**src/rtl/fpdc_pkg.sv**
```systemverilog
// shared constants and types for the front-panel drive control block
package fpdc_pkg;
  // clock and timing
  localparam int CLK_KHZ       = 50000;
  localparam int DEBOUNCE_MS   = 10;
  localparam int DEBOUNCE_CYC  = DEBOUNCE_MS * CLK_KHZ;
  localparam int ENC_FILT_US   = 200;
  localparam int ENC_FILT_CYC  = ENC_FILT_US * CLK_KHZ / 1000;
  localparam int BLINK_MS      = 250;
  localparam int BLINK_CYC     = BLINK_MS * CLK_KHZ;
  localparam logic [3:0] IDENT_HALF_BLINKS = 4'h8;

  // encoder scaling
  localparam int ENC_DET_REV   = 24;
  localparam int FULL_TURNS    = 12;
  localparam int COARSE_RATIO  = 10;
  localparam int SP_W          = 15;
  localparam int BRIGHT_W      = 4;
  localparam logic [BRIGHT_W-1:0] BRIGHT_RST = 4'h8;
  localparam logic [BRIGHT_W-1:0] BRIGHT_MAX = 4'hF;

  // per-limit step unit and printed volts
  localparam logic [2:0] UNIT_75  = 3'h3;
  localparam logic [2:0] UNIT_100 = 3'h4;
  localparam logic [2:0] UNIT_150 = 3'h6;
  localparam logic [7:0] VOLTS_75  = 8'h4B;
  localparam logic [7:0] VOLTS_100 = 8'h64;
  localparam logic [7:0] VOLTS_150 = 8'h96;

  typedef enum logic [1:0] {RES_COARSE, RES_FINE, RES_PARKED} fpdc_res_e;
  typedef enum logic [1:0] {LIM_75, LIM_100, LIM_150} fpdc_lim_e;

  // apb register map
  localparam int ADDR_W = 8;
  localparam logic [ADDR_W-1:0] REG_CTRL   = 8'h00;
  localparam logic [ADDR_W-1:0] REG_STATUS = 8'h04;
  localparam logic [ADDR_W-1:0] REG_VSET   = 8'h08;
  localparam logic [ADDR_W-1:0] REG_PSET   = 8'h0C;
  localparam int CTRL_IDENT_BIT = 0;
  localparam int CTRL_ZERO_BIT  = 1;
  localparam int ST_CLOSED_BIT  = 0;
  localparam int ST_ZEROED_BIT  = 1;
  localparam int ST_ZEROING_BIT = 2;
  localparam int ST_MICRONS_BIT = 3;
  localparam int ST_LEDIT_BIT   = 4;
  localparam int ST_LEGACY_BIT  = 5;
  localparam int ST_IDENT_BIT   = 6;
  localparam int ST_RES_LSB     = 8;
  localparam int ST_LIM_LSB     = 10;
  localparam int ST_BRIGHT_LSB  = 12;
endpackage

```
**src/rtl/fpdc_debounce.sv**
```systemverilog
// two-flop synchroniser plus stability filter for a vector of slow inputs
`timescale 1ns/10ps
module fpdc_debounce #(
  parameter int WIDTH = 1,
  parameter int CNT   = 4
) (
  input  wire logic             clk,
  input  wire logic             rst_n,
  input  wire logic [WIDTH-1:0] raw,
  output logic      [WIDTH-1:0] clean
);
  localparam int CW = $clog2(CNT + 1);
  localparam logic [CW-1:0] CNT_TOP = CW'(CNT);

  logic [WIDTH-1:0] meta_q;
  logic [WIDTH-1:0] sync_q;
  logic [WIDTH-1:0] clean_q;
  logic [CW-1:0]    cnt_q [WIDTH];

  if (CNT < 1) begin : g_bad_cnt
    $error("fpdc_debounce: CNT must be at least 1");
  end

  // first flop feeds only the second
  always_ff @(posedge clk) begin
    if (!rst_n) begin
      meta_q <= '0;
      sync_q <= '0;
    end else begin
      meta_q <= raw;
      sync_q <= meta_q;
    end
  end

  // accept a new level only after CNT steady cycles
  for (genvar i = 0; i < WIDTH; i++) begin : g_bit
    always_ff @(posedge clk) begin
      if (!rst_n) begin
        cnt_q[i]   <= '0;
        clean_q[i] <= 1'b0;
      end else if (sync_q[i] == clean_q[i]) begin
        cnt_q[i] <= '0;
      end else if (cnt_q[i] == CNT_TOP - 1'b1) begin
        cnt_q[i]   <= '0;
        clean_q[i] <= sync_q[i];
      end else begin
        cnt_q[i] <= cnt_q[i] + 1'b1;
      end
    end
  end

  assign clean = clean_q;
endmodule // fpdc_debounce

```
**src/rtl/fpdc_front_panel.sv**
```systemverilog
// front-panel mode, setpoint, limit, zeroing and display control with apb access
//
// The register offsets and register access over APB were chosen for this implementation.
`timescale 1ns/10ps
module fpdc_front_panel
  import fpdc_pkg::*;
#(
  parameter int DEBOUNCE_CNT = fpdc_pkg::DEBOUNCE_CYC,
  parameter int ENC_FILT_CNT = fpdc_pkg::ENC_FILT_CYC,
  parameter int BLINK_CNT    = fpdc_pkg::BLINK_CYC,
  parameter int ENC_DET      = fpdc_pkg::ENC_DET_REV
) (
  input  wire logic                          clk,
  input  wire logic                          rst_n,
  input  wire logic                          btn_res,
  input  wire logic                          btn_zero,
  input  wire logic                          btn_lim,
  input  wire logic                          btn_loop,
  input  wire logic                          btn_unit,
  input  wire logic                          enc_a,
  input  wire logic                          enc_b,
  input  wire logic                          legacy_stage,
  input  wire logic                          zero_done,
  input  wire logic                          psel,
  input  wire logic                          penable,
  input  wire logic                          pwrite,
  input  wire logic [fpdc_pkg::ADDR_W-1:0]   paddr,
  input  wire logic [31:0]                   pwdata,
  output logic      [31:0]                   prdata,
  output logic                               pready,
  output logic                               pslverr,
  output logic      [fpdc_pkg::SP_W-1:0]     volt_setpoint,
  output logic      [fpdc_pkg::SP_W-1:0]     pos_setpoint,
  output logic      [1:0]                    drive_limit,
  output logic      [1:0]                    res_mode,
  output logic                               zero_start,
  output logic                               led_closed,
  output logic                               led_zeroed,
  output logic                               led_microns,
  output logic                               disp_on,
  output logic                               disp_limit_mode,
  output logic      [7:0]                    disp_limit_volts,
  output logic      [fpdc_pkg::BRIGHT_W-1:0] disp_brightness
);
  import fpdc_pkg::*;

  localparam int BCW = $clog2(BLINK_CNT + 1);
  localparam logic [BCW-1:0] BLINK_TOP = BCW'(BLINK_CNT - 1);
  localparam int FULL_DET = ENC_DET * FULL_TURNS * COARSE_RATIO;

  if (BLINK_CNT < 2 || ENC_DET < 1 || FULL_DET * 6 >= (1 << SP_W)) begin : g_bad_par
    $error("fpdc_front_panel: parameter out of range");
  end

  ////////////////////////////////////////////////////////////////////////////
  // helpers

  // step unit: ceiling, fine and coarse steps all scale with it
  function automatic logic [2:0] unit_f(input fpdc_lim_e l);
    case (l)
      LIM_75:  unit_f = UNIT_75;
      LIM_100: unit_f = UNIT_100;
      LIM_150: unit_f = UNIT_150;
      default: unit_f = UNIT_75;
    endcase
  endfunction

  function automatic logic [SP_W-1:0] ceil_f(input fpdc_lim_e l);
    ceil_f = SP_W'(FULL_DET * int'(unit_f(l)));
  endfunction

  function automatic logic [7:0] volts_f(input fpdc_lim_e l);
    case (l)
      LIM_75:  volts_f = VOLTS_75;
      LIM_100: volts_f = VOLTS_100;
      LIM_150: volts_f = VOLTS_150;
      default: volts_f = VOLTS_75;
    endcase
  endfunction

  // saturating step; no hidden overrun is kept at either end
  function automatic logic [SP_W-1:0] sat_f(input logic [SP_W-1:0] sp,
                                           input logic [SP_W-1:0] stp,
                                           input logic            up,
                                           input logic [SP_W-1:0] top);
    logic [SP_W:0] sum;
    sum = {1'b0, sp} + {1'b0, stp};
    if (up) sat_f = (sum > {1'b0, top}) ? top : sum[SP_W-1:0];
    else sat_f = (sp < stp) ? '0 : sp - stp;
  endfunction

  function automatic logic [SP_W-1:0] min_f(input logic [SP_W-1:0] a,
                                           input logic [SP_W-1:0] b);
    min_f = (a > b) ? b : a;
  endfunction

  ////////////////////////////////////////////////////////////////////////////
  // input conditioning

  logic [5:0] btn_db;
  logic [1:0] enc_db;
  logic [5:0] btn_prev_q;
  logic       enc_a_prev_q;

  // buttons and legacy detect share the long filter
  fpdc_debounce #(.WIDTH(6), .CNT(DEBOUNCE_CNT)) u_btn_db (
    .clk   (clk),
    .rst_n (rst_n),
    .raw   ({legacy_stage, btn_unit, btn_loop, btn_lim, btn_zero, btn_res}),
    .clean (btn_db)
  );

  // encoder needs a much shorter filter to keep up with fast turning
  fpdc_debounce #(.WIDTH(2), .CNT(ENC_FILT_CNT)) u_enc_db (
    .clk   (clk),
    .rst_n (rst_n),
    .raw   ({enc_b, enc_a}),
    .clean (enc_db)
  );

  always_ff @(posedge clk) begin
    if (!rst_n) begin
      btn_prev_q   <= '0;
      enc_a_prev_q <= 1'b0;
    end else begin
      btn_prev_q   <= btn_db;
      enc_a_prev_q <= enc_db[0];
    end
  end

  // one step per detent on the rising edge of a; b gives the direction
  wire       res_held  = btn_db[0];
  wire [5:0] btn_press = btn_db & ~btn_prev_q;
  wire [5:0] btn_rel   = ~btn_db & btn_prev_q;
  wire       legacy    = btn_db[5];
  wire       enc_step  = enc_db[0] & ~enc_a_prev_q;
  wire       enc_cw    = enc_step & ~enc_db[1];
  wire       enc_ccw   = enc_step & enc_db[1];

  ////////////////////////////////////////////////////////////////////////////
  // state

  fpdc_res_e            res_q;
  fpdc_lim_e            lim_q;
  fpdc_lim_e            cand_q;
  logic                 res_used_q;
  logic                 lim_edit_q;
  logic                 closed_q;
  logic                 microns_q;
  logic                 zeroing_q;
  logic                 zeroed_q;
  logic                 zero_start_q;
  logic [SP_W-1:0]      vset_q;
  logic [SP_W-1:0]      pset_q;
  logic [BRIGHT_W-1:0]  bright_q;
  logic [BCW-1:0]       blink_cnt_q;
  logic                 blink_ph_q;
  logic [3:0]           ident_q;
  logic                 led_zeroed_q;
  logic                 disp_on_q;
  logic [7:0]           lim_volts_q;
  logic [31:0]          prdata_q;
  logic                 pready_q;
  logic                 pslverr_q;

  ////////////////////////////////////////////////////////////////////////////
  // apb decode

  wire apb_setup = psel & ~penable;
  wire apb_acc   = psel & penable & pready_q;
  wire hit_ctrl  = paddr == REG_CTRL;
  wire hit_stat  = paddr == REG_STATUS;
  wire hit_vset  = paddr == REG_VSET;
  wire hit_pset  = paddr == REG_PSET;
  wire hit_any   = hit_ctrl | hit_stat | hit_vset | hit_pset;
  wire ctrl_wr   = apb_acc & pwrite & hit_ctrl;
  wire host_id   = ctrl_wr & pwdata[CTRL_IDENT_BIT];
  wire host_zero = ctrl_wr & pwdata[CTRL_ZERO_BIT];

  ////////////////////////////////////////////////////////////////////////////
  // mode decisions

  // resolution advances on release so a brightness gesture does not move it
  wire res_evt   = btn_rel[0] & ~res_used_q & ~(res_held & enc_step);
  wire bright_up = res_held & enc_cw & (bright_q != BRIGHT_MAX);
  wire bright_dn = res_held & enc_ccw & (bright_q != '0);
  wire lim_evt   = btn_rel[2];
  wire zero_req  = (btn_press[1] | host_zero) & ~zeroing_q;
  wire zero_end  = zeroing_q & zero_done;
  wire adj_step  = enc_step & ~res_held & ~lim_edit_q & (res_q != RES_PARKED);
  wire [2:0] unit_now = unit_f(lim_q);
  wire [SP_W-1:0] fine_stp   = SP_W'(unit_now);
  // widen both factors first so the product cannot wrap at the unit's width
  wire [SP_W-1:0] coarse_stp = SP_W'(unit_now) * SP_W'(COARSE_RATIO);
  wire [SP_W-1:0] step_sz    = (res_q == RES_COARSE) ? coarse_stp : fine_stp;

  fpdc_res_e res_next;
  fpdc_lim_e cand_next;
  fpdc_lim_e cand_prev;
  fpdc_lim_e lim_d;

  // resolution ring
  always_comb begin
    case (res_q)
      RES_COARSE: res_next = RES_FINE;
      RES_FINE:   res_next = RES_PARKED;
      RES_PARKED: res_next = RES_COARSE;
      default:    res_next = RES_COARSE;
    endcase
  end

  // candidate limit ring, both directions
  always_comb begin
    case (cand_q)
      LIM_75:  begin
        cand_next = LIM_100;
        cand_prev = LIM_150;
      end
      LIM_100: begin
        cand_next = LIM_150;
        cand_prev = LIM_75;
      end
      default: begin
        cand_next = LIM_75;
        cand_prev = LIM_100;
      end
    endcase
  end

  // legacy stage overrides any stored choice
  always_comb begin
    if (legacy) lim_d = LIM_75;
    else if (lim_edit_q && lim_evt) lim_d = cand_q;
    else lim_d = lim_q;
  end

  // the ceiling moves the same cycle as the limit
  wire [SP_W-1:0] ceil_d = ceil_f(lim_d);
  wire [SP_W-1:0] vset_adj = (adj_step && !closed_q) ?
                             sat_f(vset_q, step_sz, enc_cw, ceil_f(lim_q)) : vset_q;
  wire [SP_W-1:0] pset_adj = (adj_step && closed_q) ?
                             sat_f(pset_q, step_sz, enc_cw, ceil_f(lim_q)) : pset_q;

  ////////////////////////////////////////////////////////////////////////////
  // front-panel state

  always_ff @(posedge clk) begin
    if (!rst_n) begin
      res_q      <= RES_COARSE;
      res_used_q <= 1'b0;
      bright_q   <= BRIGHT_RST;
    end else begin
      if (res_evt) res_q <= res_next;
      // a step in the press cycle still marks the gesture, so the set wins
      if (res_held && enc_step) res_used_q <= 1'b1;
      else if (btn_press[0]) res_used_q <= 1'b0;
      if (bright_up) bright_q <= bright_q + 1'b1;
      else if (bright_dn) bright_q <= bright_q - 1'b1;
    end
  end

  // limit selection
  always_ff @(posedge clk) begin
    if (!rst_n) begin
      lim_q      <= LIM_150;
      cand_q     <= LIM_150;
      lim_edit_q <= 1'b0;
    end else begin
      lim_q <= lim_d;
      if (legacy) cand_q <= LIM_75;
      else if (!lim_edit_q && lim_evt) cand_q <= lim_q;
      else if (lim_edit_q && enc_cw && !res_held) cand_q <= cand_next;
      else if (lim_edit_q && enc_ccw && !res_held) cand_q <= cand_prev;
      if (lim_evt) lim_edit_q <= ~lim_edit_q;
    end
  end

  // setpoints, clamped to the ceiling of the limit in force next cycle
  always_ff @(posedge clk) begin
    if (!rst_n) begin
      vset_q <= '0;
      pset_q <= '0;
    end else begin
      vset_q <= min_f(vset_adj, ceil_d);
      pset_q <= min_f(pset_adj, ceil_d);
    end
  end

  // loop, units and zeroing; zero completion outranks a loop press
  always_ff @(posedge clk) begin
    if (!rst_n) begin
      closed_q     <= 1'b0;
      microns_q    <= 1'b0;
      zeroing_q    <= 1'b0;
      zeroed_q     <= 1'b0;
      zero_start_q <= 1'b0;
    end else begin
      zero_start_q <= zero_req;
      if (btn_press[4]) microns_q <= ~microns_q;
      if (zero_end) closed_q <= 1'b1;
      else if (btn_press[3] && !zeroing_q) closed_q <= ~closed_q;
      if (zero_req) begin
        zeroing_q <= 1'b1;
        zeroed_q  <= 1'b0;
      end else if (zero_end) begin
        zeroing_q <= 1'b0;
        zeroed_q  <= 1'b1;
      end
    end
  end

  ////////////////////////////////////////////////////////////////////////////
  // blinking and display

  wire blink_tick = blink_cnt_q == BLINK_TOP;

  // one shared phase keeps all blinking indicators in step
  always_ff @(posedge clk) begin
    if (!rst_n) begin
      blink_cnt_q <= '0;
      blink_ph_q  <= 1'b0;
      ident_q     <= '0;
    end else begin
      blink_cnt_q <= blink_tick ? '0 : blink_cnt_q + 1'b1;
      if (blink_tick) blink_ph_q <= ~blink_ph_q;
      if (host_id) ident_q <= IDENT_HALF_BLINKS;
      else if (blink_tick && ident_q != '0) ident_q <= ident_q - 1'b1;
    end
  end

  always_ff @(posedge clk) begin
    if (!rst_n) begin
      led_zeroed_q <= 1'b0;
      disp_on_q    <= 1'b1;
      lim_volts_q  <= VOLTS_150;
    end else begin
      led_zeroed_q <= zeroing_q ? blink_ph_q : zeroed_q;
      disp_on_q    <= ~((lim_edit_q || ident_q != '0) && blink_ph_q);
      lim_volts_q  <= volts_f(lim_edit_q ? cand_q : lim_q);
    end
  end

  ////////////////////////////////////////////////////////////////////////////
  // apb slave: zero wait states, answer data latched in the setup cycle

  logic [31:0] status_w;
  always_comb begin
    status_w                 = '0;
    status_w[ST_CLOSED_BIT]  = closed_q;
    status_w[ST_ZEROED_BIT]  = zeroed_q;
    status_w[ST_ZEROING_BIT] = zeroing_q;
    status_w[ST_MICRONS_BIT] = microns_q;
    status_w[ST_LEDIT_BIT]   = lim_edit_q;
    status_w[ST_LEGACY_BIT]  = legacy;
    status_w[ST_IDENT_BIT]   = ident_q != '0;
    status_w[ST_RES_LSB+:2]  = res_q;
    status_w[ST_LIM_LSB+:2]  = lim_q;
    status_w[ST_BRIGHT_LSB+:BRIGHT_W] = bright_q;
  end

  wire [31:0] rd_mux = hit_stat ? status_w :
                       hit_vset ? {{(32-SP_W){1'b0}}, vset_q} :
                       hit_pset ? {{(32-SP_W){1'b0}}, pset_q} : 32'h0000_0000;

  always_ff @(posedge clk) begin
    if (!rst_n) begin
      pready_q  <= 1'b0;
      pslverr_q <= 1'b0;
      prdata_q  <= '0;
    end else begin
      pready_q  <= apb_setup;
      pslverr_q <= apb_setup & ~hit_any;
      if (apb_setup) prdata_q <= pwrite ? 32'h0000_0000 : rd_mux;
    end
  end

  assign prdata           = prdata_q;
  assign pready           = pready_q;
  assign pslverr          = pslverr_q;
  assign volt_setpoint    = vset_q;
  assign pos_setpoint     = pset_q;
  assign drive_limit      = lim_q;
  assign res_mode         = res_q;
  assign zero_start       = zero_start_q;
  assign led_closed       = closed_q;
  assign led_zeroed       = led_zeroed_q;
  assign led_microns      = microns_q;
  assign disp_on          = disp_on_q;
  assign disp_limit_mode  = lim_edit_q;
  assign disp_limit_volts = lim_volts_q;
  assign disp_brightness  = bright_q;
endmodule // fpdc_front_panel

```
**config.mk**
```make
export PLATFORM = sky130hd
export DESIGN_NAME = fpdc_front_panel
export DESIGN_NICKNAME = d
export VERILOG_FILES = /design/src/rtl/fpdc_pkg.sv /design/src/rtl/fpdc_debounce.sv /design/src/rtl/fpdc_front_panel.sv
export SDC_FILE = /design/constraint.sdc
export NUM_CORES = 1
export LEC_CHECK = 0
export ABC_AREA = 1
export BUFFER_PORTS_ARGS = -buffer_cell sky130_fd_sc_hd__buf_2
export CORE_ASPECT_RATIO = 0.8
export CORE_MARGIN = 4
export CORE_UTILIZATION = 50
export DETAILED_ROUTE_END_ITERATION = 8
export GPL_TIMING_DRIVEN = 0
export PLACE_DENSITY = 0.71
export SETUP_SLACK_MARGIN = 0.4
export SLEW_MARGIN = 5
export SYNTH_ARGS = -nofsm -noshare
export SYNTH_HDL_FRONTEND = slang
export SYNTH_SLANG_ARGS = --single-unit
```
**constraint.sdc**
```tcl
create_clock -name clk -period 5.43 [get_ports clk]
set_input_delay 0.2715 -clock clk [delete_from_list [all_inputs] [get_ports clk]]
set_output_delay 0.2715 -clock clk [all_outputs]
set_load 0.02 [all_outputs]
```
Word-level counts from Yosys, hierarchy flattened --
Memory sizes are Yosys's and may differ from the RTL's. Index checks and enable logic that the tools add are counted.
Storage, ports and cells: word-level logic and storage cells 369, register bits after elaboration 150, output and inout bits 86, memory bits (writable) 142, memories kept 2
Memory list:
- u_btn_db.cnt_q | depth 6, bits a word 19, rd ports 6, clocked after Yosys merged registers in 0, write ports 6, RTL line fpdc_debounce.sv:18 | logic [CW-1:0] cnt_q [WIDTH];
- u_enc_db.cnt_q | depth 2, bits a word 14, rd ports 2, clocked after Yosys merged registers in 0, write ports 2, RTL line fpdc_debounce.sv:18
Operators by class: $mul 3, multiplexer cells 152, $lt $le $gt $ge 6, bitwise logic cells 77, reduce and logical (&&, ||, !) cells 43, add/sub/neg operators 16, eq/ne operators 30
Operator list (count):
- 2-to-1 mux 19 bit | 18
- 2-to-1 mux 15 bit | 12
- adder 19 x 1 -> 19 bit, second input constant | 6
- equality test 19 bit, second input constant | 6
- 2-to-1 mux 1 bit | 96
- 2-to-1 mux 14 bit | 6
- adder 15 x 7 -> 16 bit | 2
- > comparator 16 x 15 -> 1 bit | 2
- 2-to-1 mux 16 bit | 2
- > comparator 15 bit | 2
- less-than comparator 15 x 7 -> 1 bit | 2
- subtractor 15 x 7 -> 15 bit | 2
- adder 14 x 1 -> 14 bit, second input constant | 2
- equality test 14 bit, second input constant | 2
- OR 1 bit | 28
- adder 24 x 1 -> 24 bit, second input constant | 1
- equality test 24 bit, second input constant | 1
- bitwise AND 1 bit | 23
- inverter 1 bit | 22
- multiplier 6 x 3 -> 9 bit, first input constant | 2
- equality test 8 x 4 -> 1 bit, second input constant | 2
- 2-to-1 mux 4 bit | 4
- case mux 8 bit (2 select lines) | 1
- AND reduction 2 bit | 8
- other kinds (26) | 75

Logic depth before layout (Yosys ltp) --
depth in word-level cells 11, depth in mapped cells 41

Modules after synthesis --
Synthesis repeated with hierarchy kept, for this count alone.
Unflattened totals: cells, all modules 2499, area, all modules 18245.0 um2
By module, submodules not included:
- fpdc_front_panel | area each 8574.5 um2, cells each 1306, seq. area each 2162.1 um2, times used 1
- fpdc_debounce (u_btn_db) | area each 7677.4 um2, cells each 962, seq. area each 3783.6 um2, times used 1
- fpdc_debounce (u_enc_db) | area each 1993.2 um2, cells each 231, seq. area each 960.9 um2, times used 1

Worst setup path after synthesis --
OpenSTA, ideal clock, no wires.
path kind register to register, from register lim_q[0], in the netlist drive_limit[0], to register vset_q[10], in the netlist volt_setpoint[10], stages on the path, launching flop included 39, data arrival time 5203 ps, setup slack 112 ps, library setup time 115 ps, data required time 5315 ps, buffers on the path 2, path through dfxtp_1 inv_1 ha_1 nor2_1 a21oi_1 inv_1 fa_1 inv_1 nand3_1 nand3_2 nand2_1 nand2_1 nand2_1 nor4_1 xor2_1 inv_1 ha_1 a21oi_1 [... 3 more ...] nand2_2 buf_6 inv_2 nand2_1 o211ai_1 nand3_1 o21ai_0 ha_1 nand2_1 inv_1 nand2_1 nor2_1 nand2_1 nand2_1 buf_2 nand3_1 nand2_1 nor2_1
On the way: longest elaborated chain between the ends 11
Ends and longest elaborated chain:
- from (decl) | RTL line fpdc_front_panel.sv:144 | fpdc_lim_e lim_q;
- from (signal assigned) | RTL line fpdc_front_panel.sv:269 | lim_q <= lim_d;
- equality test 2 bit or equality test 2 x 1 -> 1 bit (tied branches) | RTL line fpdc_front_panel.sv:60 | case (l)
- case mux 3 bit (2 select lines) | RTL line fpdc_front_panel.sv:60
- multiplier 3 x 3 -> 6 bit | RTL line fpdc_front_panel.sv:194 | wire [SP_W-1:0] coarse_stp = SP_W'(unit_now) * SP_W'(COARSE_RATIO);
- 2-to-1 mux 7 bit | RTL line fpdc_front_panel.sv:195 | wire [SP_W-1:0] step_sz = (res_q == RES_COARSE) ? coarse_stp : fine_stp;
- adder 15 x 7 -> 16 bit | RTL line fpdc_front_panel.sv:87 | sum = {1'b0, sp} + {1'b0, stp};
- > comparator 16 x 15 -> 1 bit | RTL line fpdc_front_panel.sv:88 | if (up) sat_f = (sum > {1'b0, top}) ? top : sum[SP_W-1:0];
- 2-to-1 mux 15 bit (2 in a row) | RTL line fpdc_front_panel.sv:88
- 2-to-1 mux 15 bit | RTL line fpdc_front_panel.sv:239 | wire [SP_W-1:0] vset_adj = (adj_step && !closed_q) ?
- > comparator 15 bit | RTL line fpdc_front_panel.sv:94 | min_f = (a > b) ? b : a;
- 2-to-1 mux 15 bit (*) | RTL line fpdc_front_panel.sv:94
- to (signal assigned) | RTL line fpdc_front_panel.sv:284 | vset_q <= min_f(vset_adj, ceil_d);
- to (decl) | RTL line fpdc_front_panel.sv:153 | logic [SP_W-1:0] vset_q;
Mark *: on every way between the ends. The rest lies on a longest branch, timed or not. A chain may end at the register's enable or synchronous reset.

Worst setup path in the final report --
from register res_q[0], in the netlist res_mode[0], to register vset_q[13], in the netlist volt_setpoint[13]
On the way: longest elaborated chain between the ends 9
Ends and longest elaborated chain:
- from (decl) | RTL line fpdc_front_panel.sv:143 | fpdc_res_e res_q;
- from (signal assigned) | RTL line fpdc_front_panel.sv:253 | if (res_evt) res_q <= res_next;
- zero test 2 bit | RTL line fpdc_front_panel.sv:195
- 2-to-1 mux 7 bit | RTL line fpdc_front_panel.sv:195
- adder 15 x 7 -> 16 bit | RTL line fpdc_front_panel.sv:87
- > comparator 16 x 15 -> 1 bit | RTL line fpdc_front_panel.sv:88
- 2-to-1 mux 15 bit (2 in a row) | RTL line fpdc_front_panel.sv:88
- 2-to-1 mux 15 bit (*) | RTL line fpdc_front_panel.sv:239
- > comparator 15 bit | RTL line fpdc_front_panel.sv:94
- 2-to-1 mux 15 bit (*) | RTL line fpdc_front_panel.sv:94
Marked as above.

==> impl_results.md <==
- Crit path max-delay cell type: dfxtp_4
- Hold Path End: ident_q[3]
- Worst-Skew Late Latency: 590 ps
- I/O pin total: 140
- Port buffer count: 93
- Delay-heaviest family, CP: simple AND/OR/NAND/NOR gates
- Slew margin rel.: 0.373
- Leakage: 9.65 nW
- H-tree levels: 1
- Synth Flop Type: edfxtp_1
- Cell count after synthesis: 2,243
- Total Wirelength: 48,300 um
- RR Startpoint: res_mode[0]
- Synth top area share: 0.252
- Slew Viols, Final: 0
- Clock power share: 0.462
- Seq/Total Area, Yosys: 0.409
- Die footprint: 36,800 um^2
- Core ar.: 32,900 um^2
- Root Driver: clkbuf_16
- Distinct cell type count after synthesis: 58
- Hold path depth: 4
- Nets: 2,763
- VDD IR-drop max: 0.257 mV
- Worst R2R Path Depth: 39
- CTS max path bufs: 3
- CP max FO: 6
- Int Power: 3.52 mW
- Antenna-violating nets left: 0
- Vias: 16,400
- Die Height: 172 um
- Highest Clock Rate: 186 MHz
- Number of CTS-inserted buffers: 30
- Final setup violation count: 0
- Yosys warning count: 0
- Avg Cell Area, Syn: 7.54 um^2
- Routed vias/inst: 5.30
- Total track usage: 0.247
- Unrepaired setup endpoints after global routing: true
- Total grt overflow: 0
- PwrDens: 213 nW/um^2
- Sequential power share: 0.498
- Pin count of the biggest net entering global routing: 18
- Clock skew: 41.2 ps
- Row count: 59
- Dpl cells: 2,919
- WP buf/inv: 9
- Req. time, crit path: 5880 ps
- Final Non-Filler Cells: 3,083
- Synth-to-layout area growth: 26.5%
- CTS clk-pin slew, worst paths: 60 ps
- Drc violations: 0
- TritonRoute pass-1 iters: 6
- Pwr Total: 4.56 mW
- Layout cell share with drive strength beyond 1: 0.188
- Min-delay worst type: primary input to flop
- Vias in the first global route: 14,800
- Cell taking the most area after synthesis: edfxtp_1
- RR Endpoint: volt_setpoint[13]
- Die Wd: 214 um
- Global placer's final weighted congestion: 0.948
- Kind of start point of the critical path: flop
- Ys async rst share: 0
- Crit-path max cell delay: 360 ps
- Critical path depth in cells: 39
- R2r setup slk: 40 ps
- Psw: 1.04 mW
- Global-route wire length before repair: 73,800 um
- Period utilisation layout: 0.993
- Critical path type: flop to flop
- Diodes inserted: 0
- Initial antenna violation count: 0
- Pin slew with the least headroom to its limit: 941 ps
- CP endpoint kind: flop
- Post-Syn Area: 16,900 um^2
- Dpl hpwl: 35,300 um
- Combinational share of power: 0.040
- Clock Sinks: 274
- Fin crit period: 5390 ps
- CTS tree: done
- HP Start: paddr[6]
- Final Hold Fails: 0
- Outcome: finished, final reports clean
- WP data arrival: 5840 ps
- Drt wl/cell: 15.7 um
- Critical path's most frequent cell: nand2_2
- Synth top area cells: edfxtp_1 25%, dfxtp_1 16%, nand2_1 9.2%, inv_1 7.8%, nor2_1 5.9%
- Post-synth EDFFs: 142
- Flops & latches, synth: 274
- DRT iter0 DRCs: 1,388
- Max Cap Violations: 0
- Initial Util: 0.513
- Switching share of power: 0.227
[state kept, by name, indices dropped and copies added (netlist names), 4 cells and up, named ones only]
| name | flops |
|---|---|
| u_btn_db.cnt_q | 114 |
| u_enc_db.cnt_q | 28 |
| blink_cnt_q | 24 |
| prdata | 16 |
| pos_setpoint | 14 |
| volt_setpoint | 14 |
| disp_limit_volts | 6 |
| u_btn_db.clean | 6 |
| u_btn_db.meta_q | 6 |
| u_btn_db.sync_q | 6 |
| btn_prev_q | 5 |
| disp_brightness | 4 |
| ident_q | 4 |
[timing repair]
action,in CTS,in global routing
resized for setup,104,151
pin swaps,43,92
endpoints found under the setup margin,30,30
buffers inserted,63,32
hold buffers,10,0
endpoints found under the hold margin,10,0
gates cloned,3,0
[routing by layer]
metal,GRT usage,wire [um]
met1,0.348,21400
met2,0.391,21400
met3,0.0499,4070
met4,0.0679,1370
met5,0,0
[synthesized netlist by cell type, types with 11 or more instances]
| master | n |
|---|---|
| a21oi_1 | 159 |
| nor4_1 | 32 |
| dfxtp_1 | 132 |
| nor3b_1 | 27 |
| o21ai_0 | 73 |
| xor2_1 | 48 |
| buf_2 | 14 |
| edfxtp_1 | 142 |
| ha_1 | 72 |
| xnor2_1 | 13 |
| nor3_1 | 87 |
| buf_4 | 22 |
| nand3_1 | 145 |
| nor2_1 | 264 |
| o211ai_1 | 25 |
| a211oi_1 | 11 |
| inv_1 | 351 |
| clkbuf_1 | 29 |
| nand2_1 | 415 |
| nand4_1 | 36 |
[worst register-to-register path: cells and delay by family, from the launching register on]
| kind | cells | cell delay, ps |
|---|---|---|
| AOI/OAI and AO/OA | 4 | 580 |
| xor gates and xnor gates | 1 | 260 |
| and+or+nand+nor | 22 | 2120 |
| DFF | 1 | 360 |
| adders and majority gates | 3 | 740 |
| buffers and inverters | 9 | 1210 |
[through the flow]
stage          setup slack [ps]  setup TNS [ps]  hold WS (ps)  instance area (um^2)  utilization
2_1_floorplan               409               0           369                 17500            -
3_3_place_gp               -552          -13120           398                 18500        0.562
3_5_place_dp               -651          -16690           398                 18500        0.562
4_1_cts                     201               0          43.9                 20500        0.624
5_1_grt                    -268           -4690          57.6                 21400        0.650
6_report                   40.0               0          66.6                 21400        0.650
[power groups by stage]
stage / sequential [mW] / clock, mW / combinational (mW)
4_1_cts: 2.27 / 2.15 / 0.178
5_1_grt: 2.28 / 2.23 / 0.211
3_3_place_gp: 2.31 / 0 / 0.166
6_report: 2.27 / 2.10 / 0.184
2_1_floorplan: 2.30 / 0 / 0.126
3_5_place_dp: 2.32 / 0 / 0.169
[logic make-up (layout without fill, tap and decap cells)]
logic type	Yosys count	after routing	synth area share
buf+inv	433	690	0.103
simple gates	1056	1056	0.280
fa+ha+maj	77	77	0.0592
flops	274	274	0.409
xor+xnor	61	61	0.0316
other cells	2	158	0.000444
compound gates	340	340	0.117
[cells in the final DEF (no fill, tap or decap), types with 11 or more instances in the layout]
cell type and instances:
nor3_1 85, dfxtp_1 128, nand3_1 121, edfxtp_1 142, buf_2 102, nand2_1 375
o21ai_0 64, buf_4 105, nand4_1 36, ha_1 54, xnor2_1 13, xor2_1 46
inv_1 330, ha_4 16, a21oi_2 14, nor4_1 31, nand3_2 26, inv_2 23
a21oi_1 143, clkbuf_16 31, a211oi_1 11, clkbuf_1 31, nand2_2 41, o211ai_1 25
nor3b_1 27, nor2_2 16, nor2_1 239, conb_1 158, nor2_4 16, buf_6 18
[worst max-delay path by stage]
stage	startpoint	endpoint	slack, ps
after global placement	drive_limit[0]	volt_setpoint[6]	-550
final	res_mode[0]	volt_setpoint[13]	40
after floorplan	drive_limit[0]	volt_setpoint[10]	410
after CTS	drive_limit[0]	volt_setpoint[6]	200
after detailed placement	drive_limit[0]	volt_setpoint[6]	-650
after global routing	res_mode[0]	volt_setpoint[6]	-270
[layout make-up]
cell class / count / area [um^2]
Timing Repair Buffer: 200 / 1380
Timing Repair inverter: 1 / 3.75
Inverter: 365 / 1400
Fill cell: 2848 / 11500
Clock inverter: 12 / 128
Clock buffer: 44 / 926
Buffer: 68 / 398
Sequential cell: 274 / 6920
Multi-Input combinational cell: 1692 / 9700
Tap cell: 427 / 534
Note: power is estimated with default switching activity, not from simulation.
